<file path="src/tisc_pkg.sv">
// Purpose: shared constants for the timer, interrupt and status control block
// Assumes: one core clock, machine cycle marked by an address latch strobe pulse
// Notes: program status word layout and stack area placement live here
package tisc_pkg;
  // ----------------------------------------------------------------
  // program status word fields
  // ----------------------------------------------------------------
  localparam int STW_SP_LSB = 0;
  localparam int STW_SP_MSB = 2;
  localparam int STW_UNUSED = 3;
  localparam int STW_BANK = 4;
  localparam int STW_FLAG0 = 5;
  localparam int STW_HALF = 6;
  localparam int STW_CARRY = 7;
  localparam logic [7:0] STW_RESET = 8'h08;
  // ----------------------------------------------------------------
  // vectors and ram placement
  // ----------------------------------------------------------------
  localparam logic [11:0] VEC_RESET = 12'h000;
  localparam logic [11:0] VEC_EXT = 12'h003;
  localparam logic [11:0] VEC_TMR = 12'h007;
  localparam logic [6:0] STACK_BASE = 7'h08;
  localparam logic [6:0] BANK0_BASE = 7'h00;
  localparam logic [6:0] BANK1_BASE = 7'h18;
  // ----------------------------------------------------------------
  // timing
  // ----------------------------------------------------------------
  localparam int TIMER_DIV = 480;
  localparam int PRESCALE_W = 9;
  localparam logic [PRESCALE_W-1:0] PRESCALE_LAST = PRESCALE_W'(TIMER_DIV - 1);
  localparam logic [PRESCALE_W-1:0] PRESCALE_RESET = 9'h000;
  localparam logic [7:0] COUNT_MAX = 8'hff;
  // ----------------------------------------------------------------
  // counter modes, one-hot
  // ----------------------------------------------------------------
  typedef enum logic [2:0] {
    TISC_STOPPED = 3'b001,
    TISC_TIMER = 3'b010,
    TISC_EVENT = 3'b100
  } tisc_mode_t;
endpackage

</file>
<file path="src/tisc_sync.sv">
// Purpose: two flip-flop synchroniser for one pin level
// Assumes: input may change at any time relative to sys_clk
// Notes: first stage is read only by the second stage
`timescale 1ns/1ps
`default_nettype none
module tisc_sync (
  // clock and reset
  input wire logic sys_clk,
  input wire logic arst_n,
  // pin and synchronised level
  input wire logic pin_in,
  input wire logic reset_level,
  output logic level_out
);
  logic stage_one; // metastability catcher
  // ----------------------------------------------------------------
  // two stage capture
  // ----------------------------------------------------------------
  always_ff @(posedge sys_clk or negedge arst_n) begin
    if (!arst_n) begin
      stage_one <= 1'b1;
      level_out <= 1'b1;
    end else begin
      stage_one <= pin_in;
      level_out <= stage_one;
    end
  end
endmodule
`default_nettype wire

</file>
<file path="src/tisc_core.sv">
// Purpose: timer/event counter, two-source single level interrupt, status word and call stack control
// Assumes: instruction decoder drives one-cycle strobes; stack ram write and read are done by the core
// Notes: the prescaler divides sys_clk by 480 in place of the oscillator divide
//
// Overview of operation
// - timer mode counts every 480 clocks
// - counter loaded/read by instructions, reset keeps value
// - reset or halt stops; start picks mode
// - counter wraps FF to zero, keeps counting
// - wrap sets overflow, requests vector 7
// - overflow flag tested, cleared by jump, reset
// - taken interrupt blocks others until interrupt exit
// - low level interrupt sampled at strobe, vector 3
// - interrupt pushes pc and upper status
// - external request wins over overflow request
// - preset FF plus falling edge gives vector 7
// - 3-bit pointer selects slots in ram 8-23
// - pointer zero is 8/9; push then increment
// - both returns decrement then reload pc
// - two user flags; only first in status
// - status word bit layout fixed
// - status word moved to/from accumulator
// - half carry from add, used by adjust
// - reset clears pointer, banks, enables, flags
// - reset disables clock out; bus floats unless fetch forced, inputs
// - bank one maps registers to 24-31
`timescale 1ns/1ps
`default_nettype none
module tisc_core (
  // clock and reset
  input wire logic sys_clk,
  input wire logic arst_n,
  // pins
  input wire logic event_count_pin,
  input wire logic ext_int_n,
  input wire logic external_fetch_force,
  // machine cycle strobe from sequencer
  input wire logic ale_pulse,
  // instruction strobes
  input wire logic load_count_instr,
  input wire logic start_timer_instr,
  input wire logic start_event_instr,
  input wire logic halt_count_instr,
  input wire logic jump_on_overflow_flag,
  input wire logic ext_int_enable_instr,
  input wire logic ext_int_disable_instr,
  input wire logic tmr_int_enable_instr,
  input wire logic tmr_int_disable_instr,
  input wire logic call_instr,
  input wire logic subroutine_exit_instr,
  input wire logic interrupt_exit_instr,
  input wire logic status_write_instr,
  input wire logic add_instr,
  input wire logic decimal_adjust_instr,
  input wire logic set_flag0_instr,
  input wire logic clr_flag0_instr,
  input wire logic cpl_flag0_instr,
  input wire logic set_flag1_instr,
  input wire logic clr_flag1_instr,
  input wire logic cpl_flag1_instr,
  input wire logic sel_bank0_instr,
  input wire logic sel_bank1_instr,
  input wire logic sel_mem0_instr,
  input wire logic sel_mem1_instr,
  input wire logic enable_clk_out_instr,
  // data from core
  input wire logic [7:0] acc_in,
  input wire logic [11:0] pc_next_in,
  input wire logic alu_carry,
  input wire logic alu_half_carry,
  input wire logic [7:0] stack_lo_in,
  input wire logic [7:0] stack_hi_in,
  // counter and status outputs
  output logic [7:0] count_value,
  output logic [7:0] program_status_word,
  output logic overflow_flag,
  output logic jump_taken,
  output logic user_flag_zero,
  output logic user_flag_one,
  output logic half_carry_used,
  output logic [6:0] reg_bank_base,
  output logic mem_bank,
  // interrupt outputs
  output logic int_take,
  output logic [11:0] int_vector,
  output logic int_in_service,
  // stack access
  output logic stack_push,
  output logic [6:0] stack_addr,
  output logic [7:0] stack_lo_out,
  output logic [7:0] stack_hi_out,
  output logic [11:0] pc_reload,
  output logic pc_reload_en,
  // reset state of pins
  output logic clk_out_enable,
  output logic bus_oe,
  output logic port_drive_low_enable
);
  import tisc_pkg::*;

  // ----------------------------------------------------------------
  // state declarations
  // ----------------------------------------------------------------
  tisc_mode_t mode; // counter run mode
  logic [PRESCALE_W-1:0] prescale; // divide-by-480 counter
  logic event_sync; // synchronised event pin
  logic event_prev; // last event pin level
  logic int_sync_n; // synchronised interrupt pin
  logic ext_en; // external interrupt enable
  logic tmr_en; // counter interrupt enable
  logic tmr_pending; // overflow request awaiting service
  logic [2:0] stack_index_bits; // stack pointer
  logic register_bank_select; // working bank
  logic half_carry; // nibble carry
  logic carry; // carry
  logic next_wrap; // counter wraps this cycle
  logic count_step; // counter advances this cycle
  logic ext_req; // external request seen at strobe
  logic tmr_req; // counter request
  logic [2:0] pop_index; // pointer after return

  // ----------------------------------------------------------------
  // pin synchronisers
  // ----------------------------------------------------------------
  tisc_sync u_event_sync (
    .sys_clk(sys_clk),
    .arst_n(arst_n),
    .pin_in(event_count_pin),
    .reset_level(1'b1),
    .level_out(event_sync)
  );
  tisc_sync u_int_sync (
    .sys_clk(sys_clk),
    .arst_n(arst_n),
    .pin_in(ext_int_n),
    .reset_level(1'b1),
    .level_out(int_sync_n)
  );

  // ----------------------------------------------------------------
  // counter mode
  // ----------------------------------------------------------------
  // reset or halt stops, start picks mode
  always_ff @(posedge sys_clk or negedge arst_n) begin
    if (!arst_n) begin
      mode <= TISC_STOPPED;
    end else if (halt_count_instr) begin
      mode <= TISC_STOPPED;
    end else if (start_timer_instr) begin
      mode <= TISC_TIMER;
    end else if (start_event_instr) begin
      mode <= TISC_EVENT;
    end
  end

  // prescaler runs only in timer mode
  always_ff @(posedge sys_clk or negedge arst_n) begin
    if (!arst_n) begin
      prescale <= PRESCALE_RESET;
    end else if (mode != TISC_TIMER || prescale == PRESCALE_LAST) begin
      prescale <= PRESCALE_RESET;
    end else begin
      prescale <= prescale + 1'b1;
    end
  end

  // event edge detector on synchronised level
  always_ff @(posedge sys_clk or negedge arst_n) begin
    if (!arst_n) begin
      event_prev <= 1'b1;
    end else begin
      event_prev <= event_sync;
    end
  end

  // count enable per mode
  always_comb begin
    case (mode)
      TISC_TIMER: count_step = (prescale == PRESCALE_LAST);
      TISC_EVENT: count_step = event_prev & ~event_sync;
      TISC_STOPPED: count_step = 1'b0;
      default: count_step = 1'b0;
    endcase
    next_wrap = count_step && (count_value == COUNT_MAX) && !load_count_instr;
  end

  // counter value: no reset term, only load sets it
  always_ff @(posedge sys_clk) begin
    if (load_count_instr) begin
      count_value <= acc_in;
    end else if (count_step) begin
      count_value <= count_value + 1'b1;
    end
  end

  // ----------------------------------------------------------------
  // overflow flag and counter request
  // ----------------------------------------------------------------
  assign jump_taken = jump_on_overflow_flag & overflow_flag;
  // set wins over clear by the jump
  always_ff @(posedge sys_clk or negedge arst_n) begin
    if (!arst_n) begin
      overflow_flag <= 1'b0;
    end else if (next_wrap) begin
      overflow_flag <= 1'b1;
    end else if (jump_on_overflow_flag) begin
      overflow_flag <= 1'b0;
    end
  end

  // pending counter request, cleared when vectored
  always_ff @(posedge sys_clk or negedge arst_n) begin
    if (!arst_n) begin
      tmr_pending <= 1'b0;
    end else if (next_wrap) begin
      tmr_pending <= 1'b1;
    end else if (int_take && !ext_req) begin
      tmr_pending <= 1'b0;
    end else if (tmr_int_disable_instr) begin
      tmr_pending <= 1'b0;
    end
  end

  // ----------------------------------------------------------------
  // interrupt enables and service state
  // ----------------------------------------------------------------
  always_ff @(posedge sys_clk or negedge arst_n) begin
    if (!arst_n) begin
      ext_en <= 1'b0;
      tmr_en <= 1'b0;
    end else begin
      if (ext_int_enable_instr) begin
        ext_en <= 1'b1;
      end else if (ext_int_disable_instr) begin
        ext_en <= 1'b0;
      end
      if (tmr_int_enable_instr) begin
        tmr_en <= 1'b1;
      end else if (tmr_int_disable_instr) begin
        tmr_en <= 1'b0;
      end
    end
  end

  // requests: external only at strobe, external first
  always_comb begin
    ext_req = ale_pulse && !int_sync_n && ext_en;
    tmr_req = tmr_pending && tmr_en;
    int_take = !int_in_service && (ext_req || tmr_req);
    int_vector = ext_req ? VEC_EXT : VEC_TMR;
  end

  // single level: blocked until interrupt exit
  always_ff @(posedge sys_clk or negedge arst_n) begin
    if (!arst_n) begin
      int_in_service <= 1'b0;
    end else if (int_take) begin
      int_in_service <= 1'b1;
    end else if (interrupt_exit_instr) begin
      int_in_service <= 1'b0;
    end
  end

  // ----------------------------------------------------------------
  // stack pointer and push/pop data
  // ----------------------------------------------------------------
  assign stack_push = call_instr | int_take;
  assign pop_index = stack_index_bits - 3'd1;
  // slot address: push uses current, pop uses decremented
  always_comb begin
    if (stack_push) begin
      stack_addr = STACK_BASE + {3'b000, stack_index_bits, 1'b0};
    end else begin
      stack_addr = STACK_BASE + {3'b000, pop_index, 1'b0};
    end
    stack_lo_out = pc_next_in[7:0];
    stack_hi_out = {program_status_word[7:4], pc_next_in[11:8]};
    pc_reload = {stack_hi_in[3:0], stack_lo_in};
    pc_reload_en = subroutine_exit_instr | interrupt_exit_instr;
  end

  // pointer: push increments, return decrements, move loads
  always_ff @(posedge sys_clk or negedge arst_n) begin
    if (!arst_n) begin
      stack_index_bits <= 3'b000;
    end else if (stack_push) begin
      stack_index_bits <= stack_index_bits + 3'd1;
    end else if (pc_reload_en) begin
      stack_index_bits <= pop_index;
    end else if (status_write_instr) begin
      stack_index_bits <= acc_in[STW_SP_MSB:STW_SP_LSB];
    end
  end

  // ----------------------------------------------------------------
  // status word upper bits
  // ----------------------------------------------------------------
  // interrupt exit restores upper bits, plain return does not
  always_ff @(posedge sys_clk or negedge arst_n) begin
    if (!arst_n) begin
      register_bank_select <= 1'b0;
      user_flag_zero <= 1'b0;
      half_carry <= 1'b0;
      carry <= 1'b0;
    end else if (interrupt_exit_instr) begin
      carry <= stack_hi_in[7];
      half_carry <= stack_hi_in[6];
      user_flag_zero <= stack_hi_in[5];
      register_bank_select <= stack_hi_in[4];
    end else if (status_write_instr) begin
      carry <= acc_in[STW_CARRY];
      half_carry <= acc_in[STW_HALF];
      user_flag_zero <= acc_in[STW_FLAG0];
      register_bank_select <= acc_in[STW_BANK];
    end else begin
      if (add_instr) begin
        half_carry <= alu_half_carry;
        carry <= alu_carry;
      end
      if (set_flag0_instr) begin
        user_flag_zero <= 1'b1;
      end else if (clr_flag0_instr) begin
        user_flag_zero <= 1'b0;
      end else if (cpl_flag0_instr) begin
        user_flag_zero <= ~user_flag_zero;
      end
      if (sel_bank1_instr) begin
        register_bank_select <= 1'b1;
      end else if (sel_bank0_instr) begin
        register_bank_select <= 1'b0;
      end
    end
  end

  // second user flag, not in status word
  always_ff @(posedge sys_clk or negedge arst_n) begin
    if (!arst_n) begin
      user_flag_one <= 1'b0;
    end else if (set_flag1_instr) begin
      user_flag_one <= 1'b1;
    end else if (clr_flag1_instr) begin
      user_flag_one <= 1'b0;
    end else if (cpl_flag1_instr) begin
      user_flag_one <= ~user_flag_one;
    end
  end

  // status word image, bit 3 reads as one
  always_comb begin
    program_status_word = STW_RESET;
    program_status_word[STW_SP_MSB:STW_SP_LSB] = stack_index_bits;
    program_status_word[STW_UNUSED] = 1'b1;
    program_status_word[STW_BANK] = register_bank_select;
    program_status_word[STW_FLAG0] = user_flag_zero;
    program_status_word[STW_HALF] = half_carry;
    program_status_word[STW_CARRY] = carry;
    half_carry_used = decimal_adjust_instr & half_carry;
    reg_bank_base = register_bank_select ? BANK1_BASE : BANK0_BASE;
  end

  // ----------------------------------------------------------------
  // memory bank and pin reset state
  // ----------------------------------------------------------------
  always_ff @(posedge sys_clk or negedge arst_n) begin
    if (!arst_n) begin
      mem_bank <= 1'b0;
      clk_out_enable <= 1'b0;
    end else begin
      if (sel_mem1_instr) begin
        mem_bank <= 1'b1;
      end else if (sel_mem0_instr) begin
        mem_bank <= 1'b0;
      end
      if (enable_clk_out_instr) begin
        clk_out_enable <= 1'b1;
      end
    end
  end

  // bus floats unless external fetch forced; ports weak high
  assign bus_oe = external_fetch_force;
  assign port_drive_low_enable = 1'b0;
endmodule
`default_nettype wire

</file>
<file path="config.mk">
export PLATFORM = sky130hd
export DESIGN_NAME = tisc_core
export DESIGN_NICKNAME = d
export VERILOG_FILES = /design/src/tisc_pkg.sv /design/src/tisc_sync.sv /design/src/tisc_core.sv
export SDC_FILE = /design/constraint.sdc
export NUM_CORES = 1
export LEC_CHECK = 0
export BUFFER_PORTS_ARGS = -buffer_cell sky130_fd_sc_hd__buf_4
export CAP_MARGIN = 20
export CORE_MARGIN = 2
export CORE_UTILIZATION = 30
export DETAILED_ROUTE_END_ITERATION = 8
export PLACE_DENSITY_LB_ADDON = 0.15
export SYNTH_ARGS = -nofsm -noshare
export SYNTH_HDL_FRONTEND = slang
export SYNTH_SLANG_ARGS = --single-unit
</file>
<file path="constraint.sdc">
create_clock -name sys_clk -period 3.2 [get_ports sys_clk]
set_input_delay 0.48 -clock sys_clk [delete_from_list [all_inputs] [get_ports sys_clk]]
set_output_delay 0.48 -clock sys_clk [all_outputs]
set_load 0.02 [all_outputs]
</file>
==> flow_results.xml, run 1 <==
<?xml version="1.0" encoding="UTF-8"?>
<metrics>
  <group name="floorplan">
    <metric name="boundaryPins" unit="">153</metric>
    <metric name="die_h" unit="um">94.1</metric>
    <metric name="die_w" unit="um">94.1</metric>
    <metric name="effective_utilization_at_floorplan" unit="">0.312</metric>
    <metric name="floorplan_core_area" unit="um2">7810</metric>
    <metric name="core.rowCount" unit="">32</metric>
    <metric name="die_area" unit="um2">8860</metric>
  </group>
  <group name="worst_hold_path">
    <metric name="min_path_type" unit="">input port to asynchronous set/reset pin</metric>
  </group>
  <group name="flow_run">
    <metric name="maxCapViolations" unit="">0</metric>
  </group>
  <group name="timing">
    <metric name="finalHoldWorstSlack" unit="ns">0.123</metric>
    <metric name="fin_skew" unit="ns">0.00764</metric>
    <metric name="final-hold-violation-count" unit="">0</metric>
    <metric name="slack_of_the_critical_path" unit="ns">0.813</metric>
    <metric name="setup_viol_count_final" unit="">0</metric>
    <metric name="timing.final.max_slew_violations" unit="">0</metric>
    <metric name="achievable-frequency" unit="MHz">419</metric>
    <metric name="rsz0062_at_grt" unit="">no</metric>
    <metric name="timing.final.crit_period" unit="ns">2.39</metric>
    <metric name="totalNegativeSetupSlack" unit="ns">0</metric>
    <metric name="fin_crit_sh" unit="">0.746</metric>
  </group>
  <group name="place">
    <metric name="port_buffers" unit="">81</metric>
    <metric name="placed_cells_incl_taps" unit="">391</metric>
    <metric name="post-dp-hpwl" unit="mm">3.81</metric>
    <metric name="dp_slack" unit="ns">1.05</metric>
    <metric name="routabilityCongestion" unit="">0.759</metric>
    <metric name="placedInstanceArea" unit="um2">2800</metric>
  </group>
  <group name="global_routing">
    <metric name="initial_antenna_violation_count" unit="">0</metric>
    <metric name="grtUsageTotal" unit="">0.113</metric>
    <metric name="grt_first_pass_wirelength" unit="mm">7.87</metric>
    <metric name="final_global_route_overflow_total" unit="">0</metric>
    <metric name="grt_pass1_vias" unit="">1665</metric>
    <metric name="grt_max_degree" unit="">33</metric>
  </group>
  <group name="final_layout">
    <metric name="area.growth.synth_to_final" unit="%">21.5</metric>
    <metric name="layout.cells.most_common" unit="">sky130_fd_sc_hd__buf_4</metric>
    <metric name="most_frequent_cells_in_the_layout" unit="">sky130_fd_sc_hd__buf_4 (81), sky130_fd_sc_hd__dfrtp_1 (26), sky130_fd_sc_hd__nor2_1 (23)</metric>
    <metric name="seq_area" unit="um2">1050</metric>
    <metric name="num-fill-cells" unit="">787</metric>
    <metric name="utilization" unit="">0.379</metric>
    <metric name="final_nets" unit="">370</metric>
    <metric name="fin_cells" unit="">399</metric>
    <metric name="drive_above_1_share" unit="">0.367</metric>
    <metric name="antenna_cells" unit="">0</metric>
    <metric name="design_area" unit="um2">2960</metric>
    <metric name="multi_input_area" unit="um2">957</metric>
  </group>
  <group name="drt">
    <metric name="drc" unit="">0</metric>
    <metric name="antenna_left" unit="">0</metric>
    <metric name="drt_iter0_drc" unit="">54</metric>
    <metric name="via_count" unit="">1704</metric>
    <metric name="drt-pass1-iter-count" unit="">4</metric>
    <metric name="route.detailed.wl_per_inst" unit="um">12.2</metric>
    <metric name="vias_per_cell" unit="">4.27</metric>
    <metric name="wirelength" unit="mm">4.88</metric>
  </group>
  <group name="power">
    <metric name="power_density" unit="nW/um2">559</metric>
    <metric name="sequential_cell_fraction_of_total_power" unit="">0.372</metric>
    <metric name="worst_ir_drop_vdd" unit="uV">195</metric>
    <metric name="net_sw_frac" unit="">0.290</metric>
    <metric name="power.total" unit="mW">1.66</metric>
    <metric name="p_switching" unit="uW">480</metric>
    <metric name="share_clk_of_total_power" unit="">0.349</metric>
    <metric name="power.leakage" unit="nW">1.40</metric>
    <metric name="internal_power" unit="mW">1.18</metric>
    <metric name="comb_power_share" unit="">0.279</metric>
  </group>
  <group name="yosys">
    <metric name="synth_ff_type" unit="">sky130_fd_sc_hd__dfrtp_1</metric>
    <metric name="post_synthesis_sequential_area_ratio" unit="">0.430</metric>
    <metric name="netlist_instances" unit="">250</metric>
    <metric name="synthesis.yosys.warnings" unit="">0</metric>
    <metric name="number_of_synthesized_flops_with_an_enable_pin" unit="">8</metric>
    <metric name="async_flop_share" unit="">0.800</metric>
    <metric name="ys_types" unit="">46</metric>
    <metric name="synth_seq_cells" unit="">40</metric>
    <metric name="mappedNetlistArea" unit="um2">2440</metric>
    <metric name="per_instance_average_area_after_synthesis" unit="um2">9.74</metric>
  </group>
  <group name="clock_network">
    <metric name="cts_made_buffers" unit="">5</metric>
    <metric name="tritoncts" unit="">built</metric>
    <metric name="cts_post_setup_buffers_inserted" unit="">0</metric>
    <metric name="ctsHtreeMaxLevel" unit="">2</metric>
    <metric name="cts_sinks" unit="">40</metric>
    <metric name="worst_skew_pair.late_latency" unit="ns">0.29</metric>
    <metric name="cts-resized-gates" unit="">0</metric>
    <metric name="cts-hold-fix-buffers" unit="">0</metric>
    <metric name="clock_path_buffers" unit="">2</metric>
    <metric name="clockRootBuffer" unit="">sky130_fd_sc_hd__clkbuf_8</metric>
    <metric name="cts.reportedPaths.clkPinSlew" unit="ns">0.08</metric>
  </group>
  <group name="critical_path">
    <metric name="critical_path.max_fanout" unit="">7</metric>
    <metric name="endpoint_kind" unit="">output port</metric>
    <metric name="worst-setup-path-type" unit="">flip-flop to output port</metric>
    <metric name="critPathArrivalTime" unit="ns">1.91</metric>
    <metric name="critical_path.startpoint_type" unit="">flip-flop</metric>
    <metric name="critical_path_required" unit="ns">2.72</metric>
  </group>
  <group name="outcome">
    <metric name="result_of_the_run" unit="">complete, no violations</metric>
  </group>
</metrics>
registers in the layout, summed over array words and instances (netlist names), 3 cells and up:
name,cells
mode,3
prescale,9
stack_index_bits,3
count_value,8
final timing paths:
path	from	endpoint	slack [ns]	cells past startpoint
min reg2reg	u_int_sync.stage_one$_DFF_PN1_	u_int_sync.level_out$_DFF_PN1_	0.36	0
max reg2reg	mode[2]$_DFFE_PN0P_	count_value[0]$_DFFE_PP_	1.45	3
min in group sys_clk	event_count_pin	u_event_sync.stage_one$_DFF_PN1_	0.29	1
max	u_int_sync.level_out$_DFF_PN1_	stack_addr[4]	0.81	5
max in group asynchronous	arst_n	u_int_sync.level_out$_DFF_PN1_	2.74	1
min	arst_n	prescale[8]$_DFF_PN0_	0.12	1
cell families after synthesis:
group                    synth area share
AO/OA/AOI/OAI                      0.0827
XOR/XNOR                           0.0575
adder cells (fa/ha/maj)            0.0205
buffers and inverters               0.206
flip-flops                          0.430
multiplexers                       0.0437
other                             0.00308
AND/OR/NAND/NOR                     0.156
power groups by stage:
| stage | Sequential, mW | Clock (mW) | Combinational (mW) |
|---|---|---|---|
| floorplan | 0.645 | 0 | 0.330 |
| global placement | 0.627 | 0 | 0.465 |
| detailed placement | 0.628 | 0 | 0.466 |
| CTS | 0.618 | 0.599 | 0.467 |
| global route | 0.625 | 0.615 | 0.505 |
| finish | 0.616 | 0.577 | 0.462 |
cell usage after synthesis, types with 2 or more instances:
| master | count | area (um2) |
|---|---|---|
| sky130_fd_sc_hd__a21oi_1 | 5 | 25.0 |
| sky130_fd_sc_hd__or2_2 | 2 | 12.5 |
| sky130_fd_sc_hd__buf_2 | 2 | 10.0 |
| sky130_fd_sc_hd__a21o_1 | 5 | 37.5 |
| sky130_fd_sc_hd__clkbuf_1 | 2 | 7.51 |
| sky130_fd_sc_hd__conb_1 | 2 | 7.51 |
| sky130_fd_sc_hd__ha_1 | 4 | 50.1 |
| sky130_fd_sc_hd__xnor2_1 | 11 | 96.3 |
| sky130_fd_sc_hd__buf_4 | 56 | 420 |
| sky130_fd_sc_hd__nand2_1 | 17 | 63.8 |
| sky130_fd_sc_hd__o21ai_0 | 10 | 50.1 |
| sky130_fd_sc_hd__mux2_2 | 5 | 56.3 |
| sky130_fd_sc_hd__and2_1 | 2 | 12.5 |
| sky130_fd_sc_hd__nand3b_1 | 2 | 15.0 |
| sky130_fd_sc_hd__edfxtp_1 | 8 | 240 |
| sky130_fd_sc_hd__nand3_1 | 7 | 35.0 |
| sky130_fd_sc_hd__dfrtp_1 | 26 | 651 |
| sky130_fd_sc_hd__inv_1 | 16 | 60.1 |
| sky130_fd_sc_hd__a31oi_1 | 2 | 12.5 |
| sky130_fd_sc_hd__xor2_1 | 5 | 43.8 |
| sky130_fd_sc_hd__nor3_1 | 5 | 25.0 |
| sky130_fd_sc_hd__mux2i_1 | 5 | 50.1 |
| sky130_fd_sc_hd__nor2_1 | 23 | 86.3 |
| sky130_fd_sc_hd__dfstp_2 | 6 | 158 |
routing by layer:
layer,vias up,wire length [um],GRT usage
met2,72,2190,0.180
met4,0,57,0.0374
met3,8,437,0.0345
li1,840,-,-
met1,784,2190,0.147
met5,-,0,0
cell type report:
type,instances,area share
flip-flops and latches,40,0.354
multi-input cells,152,0.323
repair buffers,81,0.205
well taps,102,0.0431
clock inverters,3,0.0304
clock buffers,5,0.0232
inverters,16,0.0203
worst max-delay path, stage by stage (launching register included):
cell	delay, ns
sky130_fd_sc_hd__dfstp_2	0.53
sky130_fd_sc_hd__and4bb_2	0.27
sky130_fd_sc_hd__nor3_4	0.33
sky130_fd_sc_hd__nand2_1	0.16
sky130_fd_sc_hd__xnor2_1	0.16
sky130_fd_sc_hd__buf_4	0.16
(Power assumes the default switching activity.)
==> run 2, diff against run 1 <==
Settings changed: ABC_AREA set to 1.
Clock period 3.2 ns to 2 ns, I/O delays scaled along.
==> run 2 against run 1 <==
Combinational power is 55% higher. Cell count is 15% higher. Worst hold slack worse by 0.0015 ns. Via count is 15% higher. Largest cell class unchanged. Power is 33% higher. Critical path type unchanged. Wire length is 6.3% higher. Non-clock buffer count is 1 higher. Utilization is 1.4 points lower. Clock power is 12% lower. Die area is 3.0% higher. Clock-buffer cell count is 2 higher.
==> flow_results.xml, run 2 <==
<?xml version="1.0" encoding="UTF-8"?>
<metrics>
  <group name="clock_network">
    <metric name="cts.reportedPaths.clkPinSlew" unit="ns">0.07</metric>
    <metric name="cts_post_setup_buffers_inserted" unit="">0</metric>
    <metric name="clock_path_buffers" unit="">2</metric>
    <metric name="ctsHtreeMaxLevel" unit="">2</metric>
    <metric name="clockRootBuffer" unit="">sky130_fd_sc_hd__clkbuf_8</metric>
    <metric name="tritoncts" unit="">built</metric>
    <metric name="worst_skew_pair.late_latency" unit="ns">0.28</metric>
    <metric name="cts_sinks" unit="">40</metric>
    <metric name="cts_made_buffers" unit="">5</metric>
  </group>
  <group name="floorplan">
    <metric name="effective_utilization_at_floorplan" unit="">0.307</metric>
    <metric name="die_area" unit="um2">9120</metric>
    <metric name="core.rowCount" unit="">33</metric>
    <metric name="die_h" unit="um">95.5</metric>
    <metric name="floorplan_core_area" unit="um2">8180</metric>
    <metric name="boundaryPins" unit="">153</metric>
    <metric name="die_w" unit="um">95.5</metric>
  </group>
  <group name="power">
    <metric name="power.leakage" unit="nW">1.53</metric>
    <metric name="share_clk_of_total_power" unit="">0.230</metric>
    <metric name="power_density" unit="nW/um2">738</metric>
    <metric name="worst_ir_drop_vdd" unit="uV">283</metric>
    <metric name="p_switching" unit="uW">751</metric>
    <metric name="power.total" unit="mW">2.20</metric>
    <metric name="sequential_cell_fraction_of_total_power" unit="">0.445</metric>
    <metric name="net_sw_frac" unit="">0.341</metric>
    <metric name="comb_power_share" unit="">0.326</metric>
    <metric name="internal_power" unit="mW">1.45</metric>
  </group>
  <group name="final_layout">
    <metric name="layout.cells.most_common" unit="">sky130_fd_sc_hd__buf_4</metric>
    <metric name="layout_top_registers" unit="">prescale: 9 flops, count_value: 8 flops</metric>
    <metric name="final_nets" unit="">428</metric>
    <metric name="top_register_by_number_of_flip_flops" unit="">prescale</metric>
    <metric name="antenna_cells" unit="">0</metric>
    <metric name="drive_above_1_share" unit="">0.301</metric>
    <metric name="area.growth.synth_to_final" unit="%">18.8</metric>
    <metric name="num-fill-cells" unit="">862</metric>
    <metric name="largest_register_ff_count" unit="">9</metric>
    <metric name="seq_area" unit="um2">1050</metric>
    <metric name="multi_input_area" unit="um2">953</metric>
    <metric name="most_frequent_cells_in_the_layout" unit="">sky130_fd_sc_hd__buf_4 (81), sky130_fd_sc_hd__nand2_1 (62), sky130_fd_sc_hd__inv_1 (38)</metric>
    <metric name="design_area" unit="um2">2980</metric>
  </group>
  <group name="worst_hold_path">
    <metric name="min_path_type" unit="">input port to flip-flop</metric>
  </group>
  <group name="outcome">
    <metric name="result_of_the_run" unit="">complete, no violations</metric>
  </group>
  <group name="drt">
    <metric name="via_count" unit="">1962</metric>
    <metric name="drt-pass1-iter-count" unit="">4</metric>
    <metric name="wirelength" unit="mm">5.18</metric>
    <metric name="vias_per_cell" unit="">4.27</metric>
    <metric name="route.detailed.wl_per_inst" unit="um">11.3</metric>
    <metric name="drc" unit="">0</metric>
    <metric name="antenna_left" unit="">0</metric>
    <metric name="drt_iter0_drc" unit="">77</metric>
  </group>
  <group name="timing">
    <metric name="timing.final.max_slew_violations" unit="">0</metric>
    <metric name="timing.final.crit_period" unit="ns">1.85</metric>
    <metric name="fin_skew" unit="ns">0.00550</metric>
    <metric name="setup_viol_count_final" unit="">0</metric>
    <metric name="rsz0062_at_grt" unit="">no</metric>
    <metric name="achievable-frequency" unit="MHz">542</metric>
    <metric name="fin_crit_sh" unit="">0.923</metric>
    <metric name="totalNegativeSetupSlack" unit="ns">0</metric>
    <metric name="final-hold-violation-count" unit="">0</metric>
  </group>
  <group name="flow_run">
    <metric name="maxCapViolations" unit="">0</metric>
  </group>
  <group name="global_routing">
    <metric name="grtUsageTotal" unit="">0.118</metric>
    <metric name="grt_first_pass_wirelength" unit="mm">8.33</metric>
    <metric name="grt.met3_usage" unit="">0.0348</metric>
    <metric name="grt_max_degree" unit="">33</metric>
    <metric name="initial_antenna_violation_count" unit="">0</metric>
    <metric name="use_met2" unit="">0.186</metric>
    <metric name="final_global_route_overflow_total" unit="">0</metric>
    <metric name="globalRoute.busiestLayer" unit="">met2</metric>
    <metric name="grt_util_met1" unit="">0.148</metric>
    <metric name="grt_pass1_vias" unit="">1839</metric>
  </group>
  <group name="yosys">
    <metric name="mappedNetlistArea" unit="um2">2510</metric>
    <metric name="biggest_area_contributors_in_the_synthesized_netlist" unit="">sky130_fd_sc_hd__dfrtp_1 (26%), sky130_fd_sc_hd__buf_4 (17%), sky130_fd_sc_hd__edfxtp_1 (9.6%)</metric>
    <metric name="ys_types" unit="">34</metric>
    <metric name="yosysTopAreaCellShare" unit="">0.259</metric>
    <metric name="per_instance_average_area_after_synthesis" unit="um2">8.26</metric>
    <metric name="synthesis.yosys.warnings" unit="">0</metric>
    <metric name="yosysMostFrequentCell" unit="">sky130_fd_sc_hd__nand2_1</metric>
    <metric name="synth_seq_cells" unit="">40</metric>
    <metric name="synth.top_cells.by_count" unit="">sky130_fd_sc_hd__nand2_1 (62), sky130_fd_sc_hd__buf_4 (56), sky130_fd_sc_hd__inv_1 (38)</metric>
    <metric name="post_synthesis_sequential_area_ratio" unit="">0.418</metric>
    <metric name="async_flop_share" unit="">0.800</metric>
    <metric name="netlist.top_cell.by_area" unit="">sky130_fd_sc_hd__dfrtp_1</metric>
    <metric name="number_of_synthesized_flops_with_an_enable_pin" unit="">8</metric>
    <metric name="synth_ff_type" unit="">sky130_fd_sc_hd__dfrtp_1</metric>
    <metric name="netlist_instances" unit="">304</metric>
  </group>
  <group name="critical_path">
    <metric name="worst-setup-path-type" unit="">flip-flop to output port</metric>
    <metric name="critical_path.startpoint_type" unit="">flip-flop</metric>
    <metric name="endpoint_kind" unit="">output port</metric>
    <metric name="critPathArrivalTime" unit="ns">1.55</metric>
    <metric name="critPathMaxStageDelay" unit="ns">0.52</metric>
    <metric name="critical-path-slowest-cell" unit="">sky130_fd_sc_hd__dfstp_2</metric>
    <metric name="crit_path_cell_trace" unit="">inv_1 -&gt; nand3_2 -&gt; nand2_1 -&gt; nand2_4 -&gt; nand2_4 -&gt; o21ai_2 -&gt; inv_1 -&gt; buf_4</metric>
    <metric name="critical_path_required" unit="ns">1.70</metric>
    <metric name="critical_path.max_fanout" unit="">9</metric>
  </group>
  <group name="place">
    <metric name="post-dp-hpwl" unit="mm">4.18</metric>
    <metric name="port_buffers" unit="">81</metric>
    <metric name="routabilityCongestion" unit="">0.772</metric>
    <metric name="placedInstanceArea" unit="um2">2890</metric>
  </group>
</metrics>
==> run 2: logic make-up (layout without fill, tap and decap cells) <==
family | after synthesis | count (layout) | share of synthesized area
adder cells (fa/ha/maj) | 4 | 4 | 0.0199
XOR/XNOR | 6 | 6 | 0.0209
flip-flops | 40 | 40 | 0.418
other | 2 | 21 | 0.00299
AO/OA/AOI/OAI | 33 | 33 | 0.0777
AND/OR/NAND/NOR | 121 | 121 | 0.228
buffers and inverters | 98 | 130 | 0.233
==> run 2: repair_timing <==
item	CTS	global route
gates resized for setup	0	2
hold buffers	1	0
setup endpoints to repair	0	2
endpoints found under the hold margin	26	0
==> run 2: per-stage QoR <==
step	setup WS, ns	util	instances	hold WS, ns
2_1_floorplan	0.217	-	323	0.00441
3_3_place_gp	0.371	0.353	451	0.273
3_5_place_dp	0.318	0.353	451	0.277
4_1_cts	0.0665	0.364	460	0.105
5_1_grt	0.00273	0.365	460	0.0948
6_report	0.153	0.365	460	0.121
==> run 2: power by group through the flow <==
| stage | clock network [mW] | logic (mW) | registers, mW |
|---|---|---|---|
| 3_3_place_gp | 0 | 0.724 | 0.995 |
| 2_1_floorplan | 0 | 0.499 | 1.03 |
| 6_report | 0.506 | 0.717 | 0.979 |
| 3_5_place_dp | 0 | 0.724 | 0.996 |
| 4_1_cts | 0.540 | 0.727 | 0.981 |
| 5_1_grt | 0.578 | 0.816 | 0.993 |
==> run 2: cell type report <==
class                           instances  share of cell area
Clock buffer                            7              0.0256
Clock inverter                          1             0.00168
Inverter                               40              0.0503
Multi-Input combinational cell        185               0.320
Sequential cell                        40               0.352
Tap cell                              105              0.0440
Timing Repair Buffer                   82               0.207
==> run 2: layer usage <==
metal  vias to the layer above  share of wire
met5                         -              0
met1                       887           0.42
met4                         0          0.027
met2                        70           0.48
met3                        14          0.074
li1                        991              -
==> run 2: final timing paths <==
path                                                  start                                to  slack [ns]  cells after the start
max                          u_int_sync.level_out$_DFF_PN1_                     stack_addr[3]        0.15                      8
min                                               ext_int_n    u_int_sync.stage_one$_DFF_PN1_        0.12                      1
max reg2reg                           prescale[0]$_DFF_PN0_          count_value[0]$_DFFE_PP_        0.35                      5
min reg2reg                u_event_sync.stage_one$_DFF_PN1_  u_event_sync.level_out$_DFF_PN1_        0.36                      0
max in group asynchronous                            arst_n    u_int_sync.level_out$_DFF_PN1_        1.17                      2
min in group asynchronous                            arst_n             prescale[2]$_DFF_PN0_        0.49                      2
==> run 2: worst max-delay path, delay by kind of cell (launching register included) <==
kind | cells | cell delay [ns]
flip-flops | 1 | 0.52
buffers and inverters | 3 | 0.24
AO/OA/AOI/OAI | 1 | 0.14
AND/OR/NAND/NOR | 4 | 0.36
==> run 3, diff against run 2 <==
Settings changed: GPL_TIMING_DRIVEN set to 0, REMOVE_ABC_BUFFERS set to 1.
==> run 3 against run 2 <==
Cell count unchanged. Utilization about the same. First-iteration DRC count decreased by 34%. Highest routed layer unchanged. Sequential power about the same. Power increased by 0.70%. Worst setup slack got worse by 0.028 ns. Critical path depth unchanged. Maximum frequency decreased by 1.5%. Non-clock buffer count unchanged. Global-route usage increased by 0.75 points. Worst hold slack got worse by 0.011 ns. Clock-buffer cell count decreased by 1.
==> flow_results.xml, run 3 (synthesized netlist as in run 2, its figures left out) <==
<?xml version="1.0" encoding="UTF-8"?>
<metrics>
  <group name="outcome">
    <metric name="result_of_the_run" unit="">complete, no violations</metric>
  </group>
  <group name="critical_path">
    <metric name="critical-path-slowest-cell" unit="">sky130_fd_sc_hd__dfstp_2</metric>
    <metric name="worst_r2r_endpoint" unit="">count_value[5]$_DFFE_PP_</metric>
    <metric name="critPathMaxStageDelay" unit="ns">0.52</metric>
    <metric name="reg2regPathDepth" unit="">5</metric>
    <metric name="worstReg2RegStart" unit="">prescale[0]$_DFF_PN0_</metric>
    <metric name="reg2reg_setup_slack" unit="ns">0.33</metric>
    <metric name="crit_path_frequent_cell" unit="">sky130_fd_sc_hd__inv_1</metric>
    <metric name="worst-setup-path-type" unit="">flip-flop to output port</metric>
    <metric name="critical_path_required" unit="ns">1.70</metric>
    <metric name="endpoint_kind" unit="">output port</metric>
    <metric name="crit_path_cell_trace" unit="">inv_1 -&gt; nand3_2 -&gt; nand2_1 -&gt; nand2_2 -&gt; nand2_4 -&gt; o21ai_2 -&gt; inv_1 -&gt; buf_4</metric>
    <metric name="critPathArrivalTime" unit="ns">1.57</metric>
    <metric name="critical_path.max_fanout" unit="">9</metric>
    <metric name="critical_path.startpoint_type" unit="">flip-flop</metric>
  </group>
  <group name="clock_network">
    <metric name="clock_path_buffers" unit="">2</metric>
    <metric name="tritoncts" unit="">built</metric>
    <metric name="ctsHtreeMaxLevel" unit="">2</metric>
    <metric name="cts-hold-fix-buffers" unit="">1</metric>
    <metric name="cts-resized-gates" unit="">0</metric>
    <metric name="cts.reportedPaths.clkPinSlew" unit="ns">0.08</metric>
    <metric name="cts_sinks" unit="">40</metric>
    <metric name="cts_post_setup_buffers_inserted" unit="">0</metric>
    <metric name="cts_made_buffers" unit="">5</metric>
    <metric name="clockRootBuffer" unit="">sky130_fd_sc_hd__clkbuf_8</metric>
    <metric name="worst_skew_pair.late_latency" unit="ns">0.29</metric>
  </group>
  <group name="place">
    <metric name="post-dp-hpwl" unit="mm">4.55</metric>
    <metric name="routabilityCongestion" unit="">0.824</metric>
    <metric name="port_buffers" unit="">81</metric>
    <metric name="placedInstanceArea" unit="um2">2890</metric>
  </group>
  <group name="global_routing">
    <metric name="initial_antenna_violation_count" unit="">0</metric>
    <metric name="grt_first_pass_wirelength" unit="mm">8.69</metric>
    <metric name="grtUsageTotal" unit="">0.125</metric>
    <metric name="grt_pass1_vias" unit="">1773</metric>
    <metric name="final_global_route_overflow_total" unit="">0</metric>
    <metric name="grt_max_degree" unit="">33</metric>
  </group>
  <group name="final_layout">
    <metric name="top_register_by_number_of_flip_flops" unit="">prescale</metric>
    <metric name="largest_register_ff_count" unit="">9</metric>
    <metric name="utilization" unit="">0.365</metric>
    <metric name="layout_top_registers" unit="">prescale: 9 flops, count_value: 8 flops</metric>
    <metric name="most_frequent_cells_in_the_layout" unit="">sky130_fd_sc_hd__buf_4 (81), sky130_fd_sc_hd__nand2_1 (62), sky130_fd_sc_hd__inv_1 (38)</metric>
    <metric name="area.growth.synth_to_final" unit="%">18.7</metric>
    <metric name="drive_above_1_share" unit="">0.304</metric>
    <metric name="seq_area" unit="um2">1050</metric>
    <metric name="num-fill-cells" unit="">849</metric>
    <metric name="multi_input_area" unit="um2">948</metric>
    <metric name="final_nets" unit="">428</metric>
    <metric name="antenna_cells" unit="">0</metric>
    <metric name="design_area" unit="um2">2980</metric>
    <metric name="layout.cells.most_common" unit="">sky130_fd_sc_hd__buf_4</metric>
  </group>
  <group name="drt">
    <metric name="via_count" unit="">1939</metric>
    <metric name="drt_iter0_drc" unit="">51</metric>
    <metric name="vias_per_cell" unit="">4.22</metric>
    <metric name="drt-pass1-iter-count" unit="">4</metric>
    <metric name="wirelength" unit="mm">5.65</metric>
    <metric name="drc" unit="">0</metric>
    <metric name="antenna_left" unit="">0</metric>
    <metric name="route.detailed.wl_per_inst" unit="um">12.3</metric>
  </group>
  <group name="floorplan">
    <metric name="floorplan_core_area" unit="um2">8180</metric>
    <metric name="effective_utilization_at_floorplan" unit="">0.307</metric>
    <metric name="die_w" unit="um">95.5</metric>
    <metric name="die_area" unit="um2">9120</metric>
    <metric name="boundaryPins" unit="">153</metric>
    <metric name="die_h" unit="um">95.5</metric>
    <metric name="core.rowCount" unit="">33</metric>
  </group>
  <group name="power">
    <metric name="net_sw_frac" unit="">0.346</metric>
    <metric name="power.total" unit="mW">2.22</metric>
    <metric name="sequential_cell_fraction_of_total_power" unit="">0.442</metric>
    <metric name="comb_power_share" unit="">0.321</metric>
    <metric name="worst_ir_drop_vdd" unit="uV">362</metric>
    <metric name="share_clk_of_total_power" unit="">0.237</metric>
    <metric name="p_switching" unit="uW">768</metric>
    <metric name="internal_power" unit="mW">1.45</metric>
    <metric name="power_density" unit="nW/um2">744</metric>
    <metric name="power.leakage" unit="nW">1.53</metric>
  </group>
  <group name="timing">
    <metric name="timing.final.max_slew_violations" unit="">0</metric>
    <metric name="totalNegativeSetupSlack" unit="ns">0</metric>
    <metric name="fin_skew" unit="ns">0.00880</metric>
    <metric name="rsz0062_at_grt" unit="">no</metric>
    <metric name="timing.final.crit_period" unit="ns">1.87</metric>
    <metric name="achievable-frequency" unit="MHz">534</metric>
    <metric name="final-hold-violation-count" unit="">0</metric>
    <metric name="setup_viol_count_final" unit="">0</metric>
    <metric name="fin_crit_sh" unit="">0.937</metric>
  </group>
  <group name="worst_hold_path">
    <metric name="min_path_cells" unit="">1</metric>
    <metric name="hold-path-endpoint" unit="">u_int_sync.stage_one$_DFF_PN1_</metric>
    <metric name="min_path_type" unit="">input port to flip-flop</metric>
    <metric name="min_from" unit="">ext_int_n</metric>
  </group>
  <group name="flow_run">
    <metric name="maxCapViolations" unit="">0</metric>
  </group>
</metrics>
run 3: cell count changes in the layout (fill, tap and decap cells not counted), sizes merged:
cell / change
inv: +1
clkbuf: -1
run 3: how the worst max path moves through the flow:
stage                     slack, ns                        to  cells past startpoint                             from
after global routing           0.01             stack_addr[3]                      8  stack_index_bits[0]$_DFFE_PN0P_
after CTS                      0.10             stack_addr[3]                      8   u_int_sync.level_out$_DFF_PN1_
final                          0.13             stack_addr[3]                      8   u_int_sync.level_out$_DFF_PN1_
after floorplan                0.22             stack_addr[2]                      6   u_int_sync.level_out$_DFF_PN1_
after global placement         0.29  count_value[0]$_DFFE_PP_                      5            prescale[0]$_DFF_PN0_
after detailed placement       0.32  count_value[0]$_DFFE_PP_                      5            prescale[0]$_DFF_PN0_
run 3: area by class of cell:
class                      instances  share of cell area
clock buffer                       6              0.0243
clock inverter                     2             0.00378
inverter                          40              0.0504
multi-input combinational        185               0.318
sequential                        40               0.352
tap                              105              0.0441
timing repair buffer              82               0.207
run 3: power by group through the flow:
stage / clock network, mW / logic (mW) / registers [mW]
2_1_floorplan: 0 / 0.333 / 1.06
3_3_place_gp: 0 / 0.721 / 0.997
3_5_place_dp: 0 / 0.720 / 0.998
4_1_cts: 0.551 / 0.724 / 0.982
5_1_grt: 0.594 / 0.799 / 0.994
6_report: 0.525 / 0.713 / 0.980
run 3: per-layer routing:
layer,global-route usage,wire [um],up-vias
met5,0,0,-
met4,0.0429,55,0
met3,0.0458,494,2
met2,0.180,2420,92
met1,0.174,2680,852
li1,-,-,993
run 3: critical path: cells and delay by family (launching register included):
kind,cells,cell delay [ns]
buf+inv,3,0.24
flops,1,0.52
compound gates,1,0.15
simple gates,4,0.38
run 3: per-stage QoR:
step,hold slack [ns],std cells,setup WS (ns)
global route,0.0902,460,0.0132
floorplan,0.00441,265,0.217
CTS,0.0991,460,0.103
finish,0.110,460,0.126
global placement,0.277,451,0.288
detailed placement,0.271,451,0.319
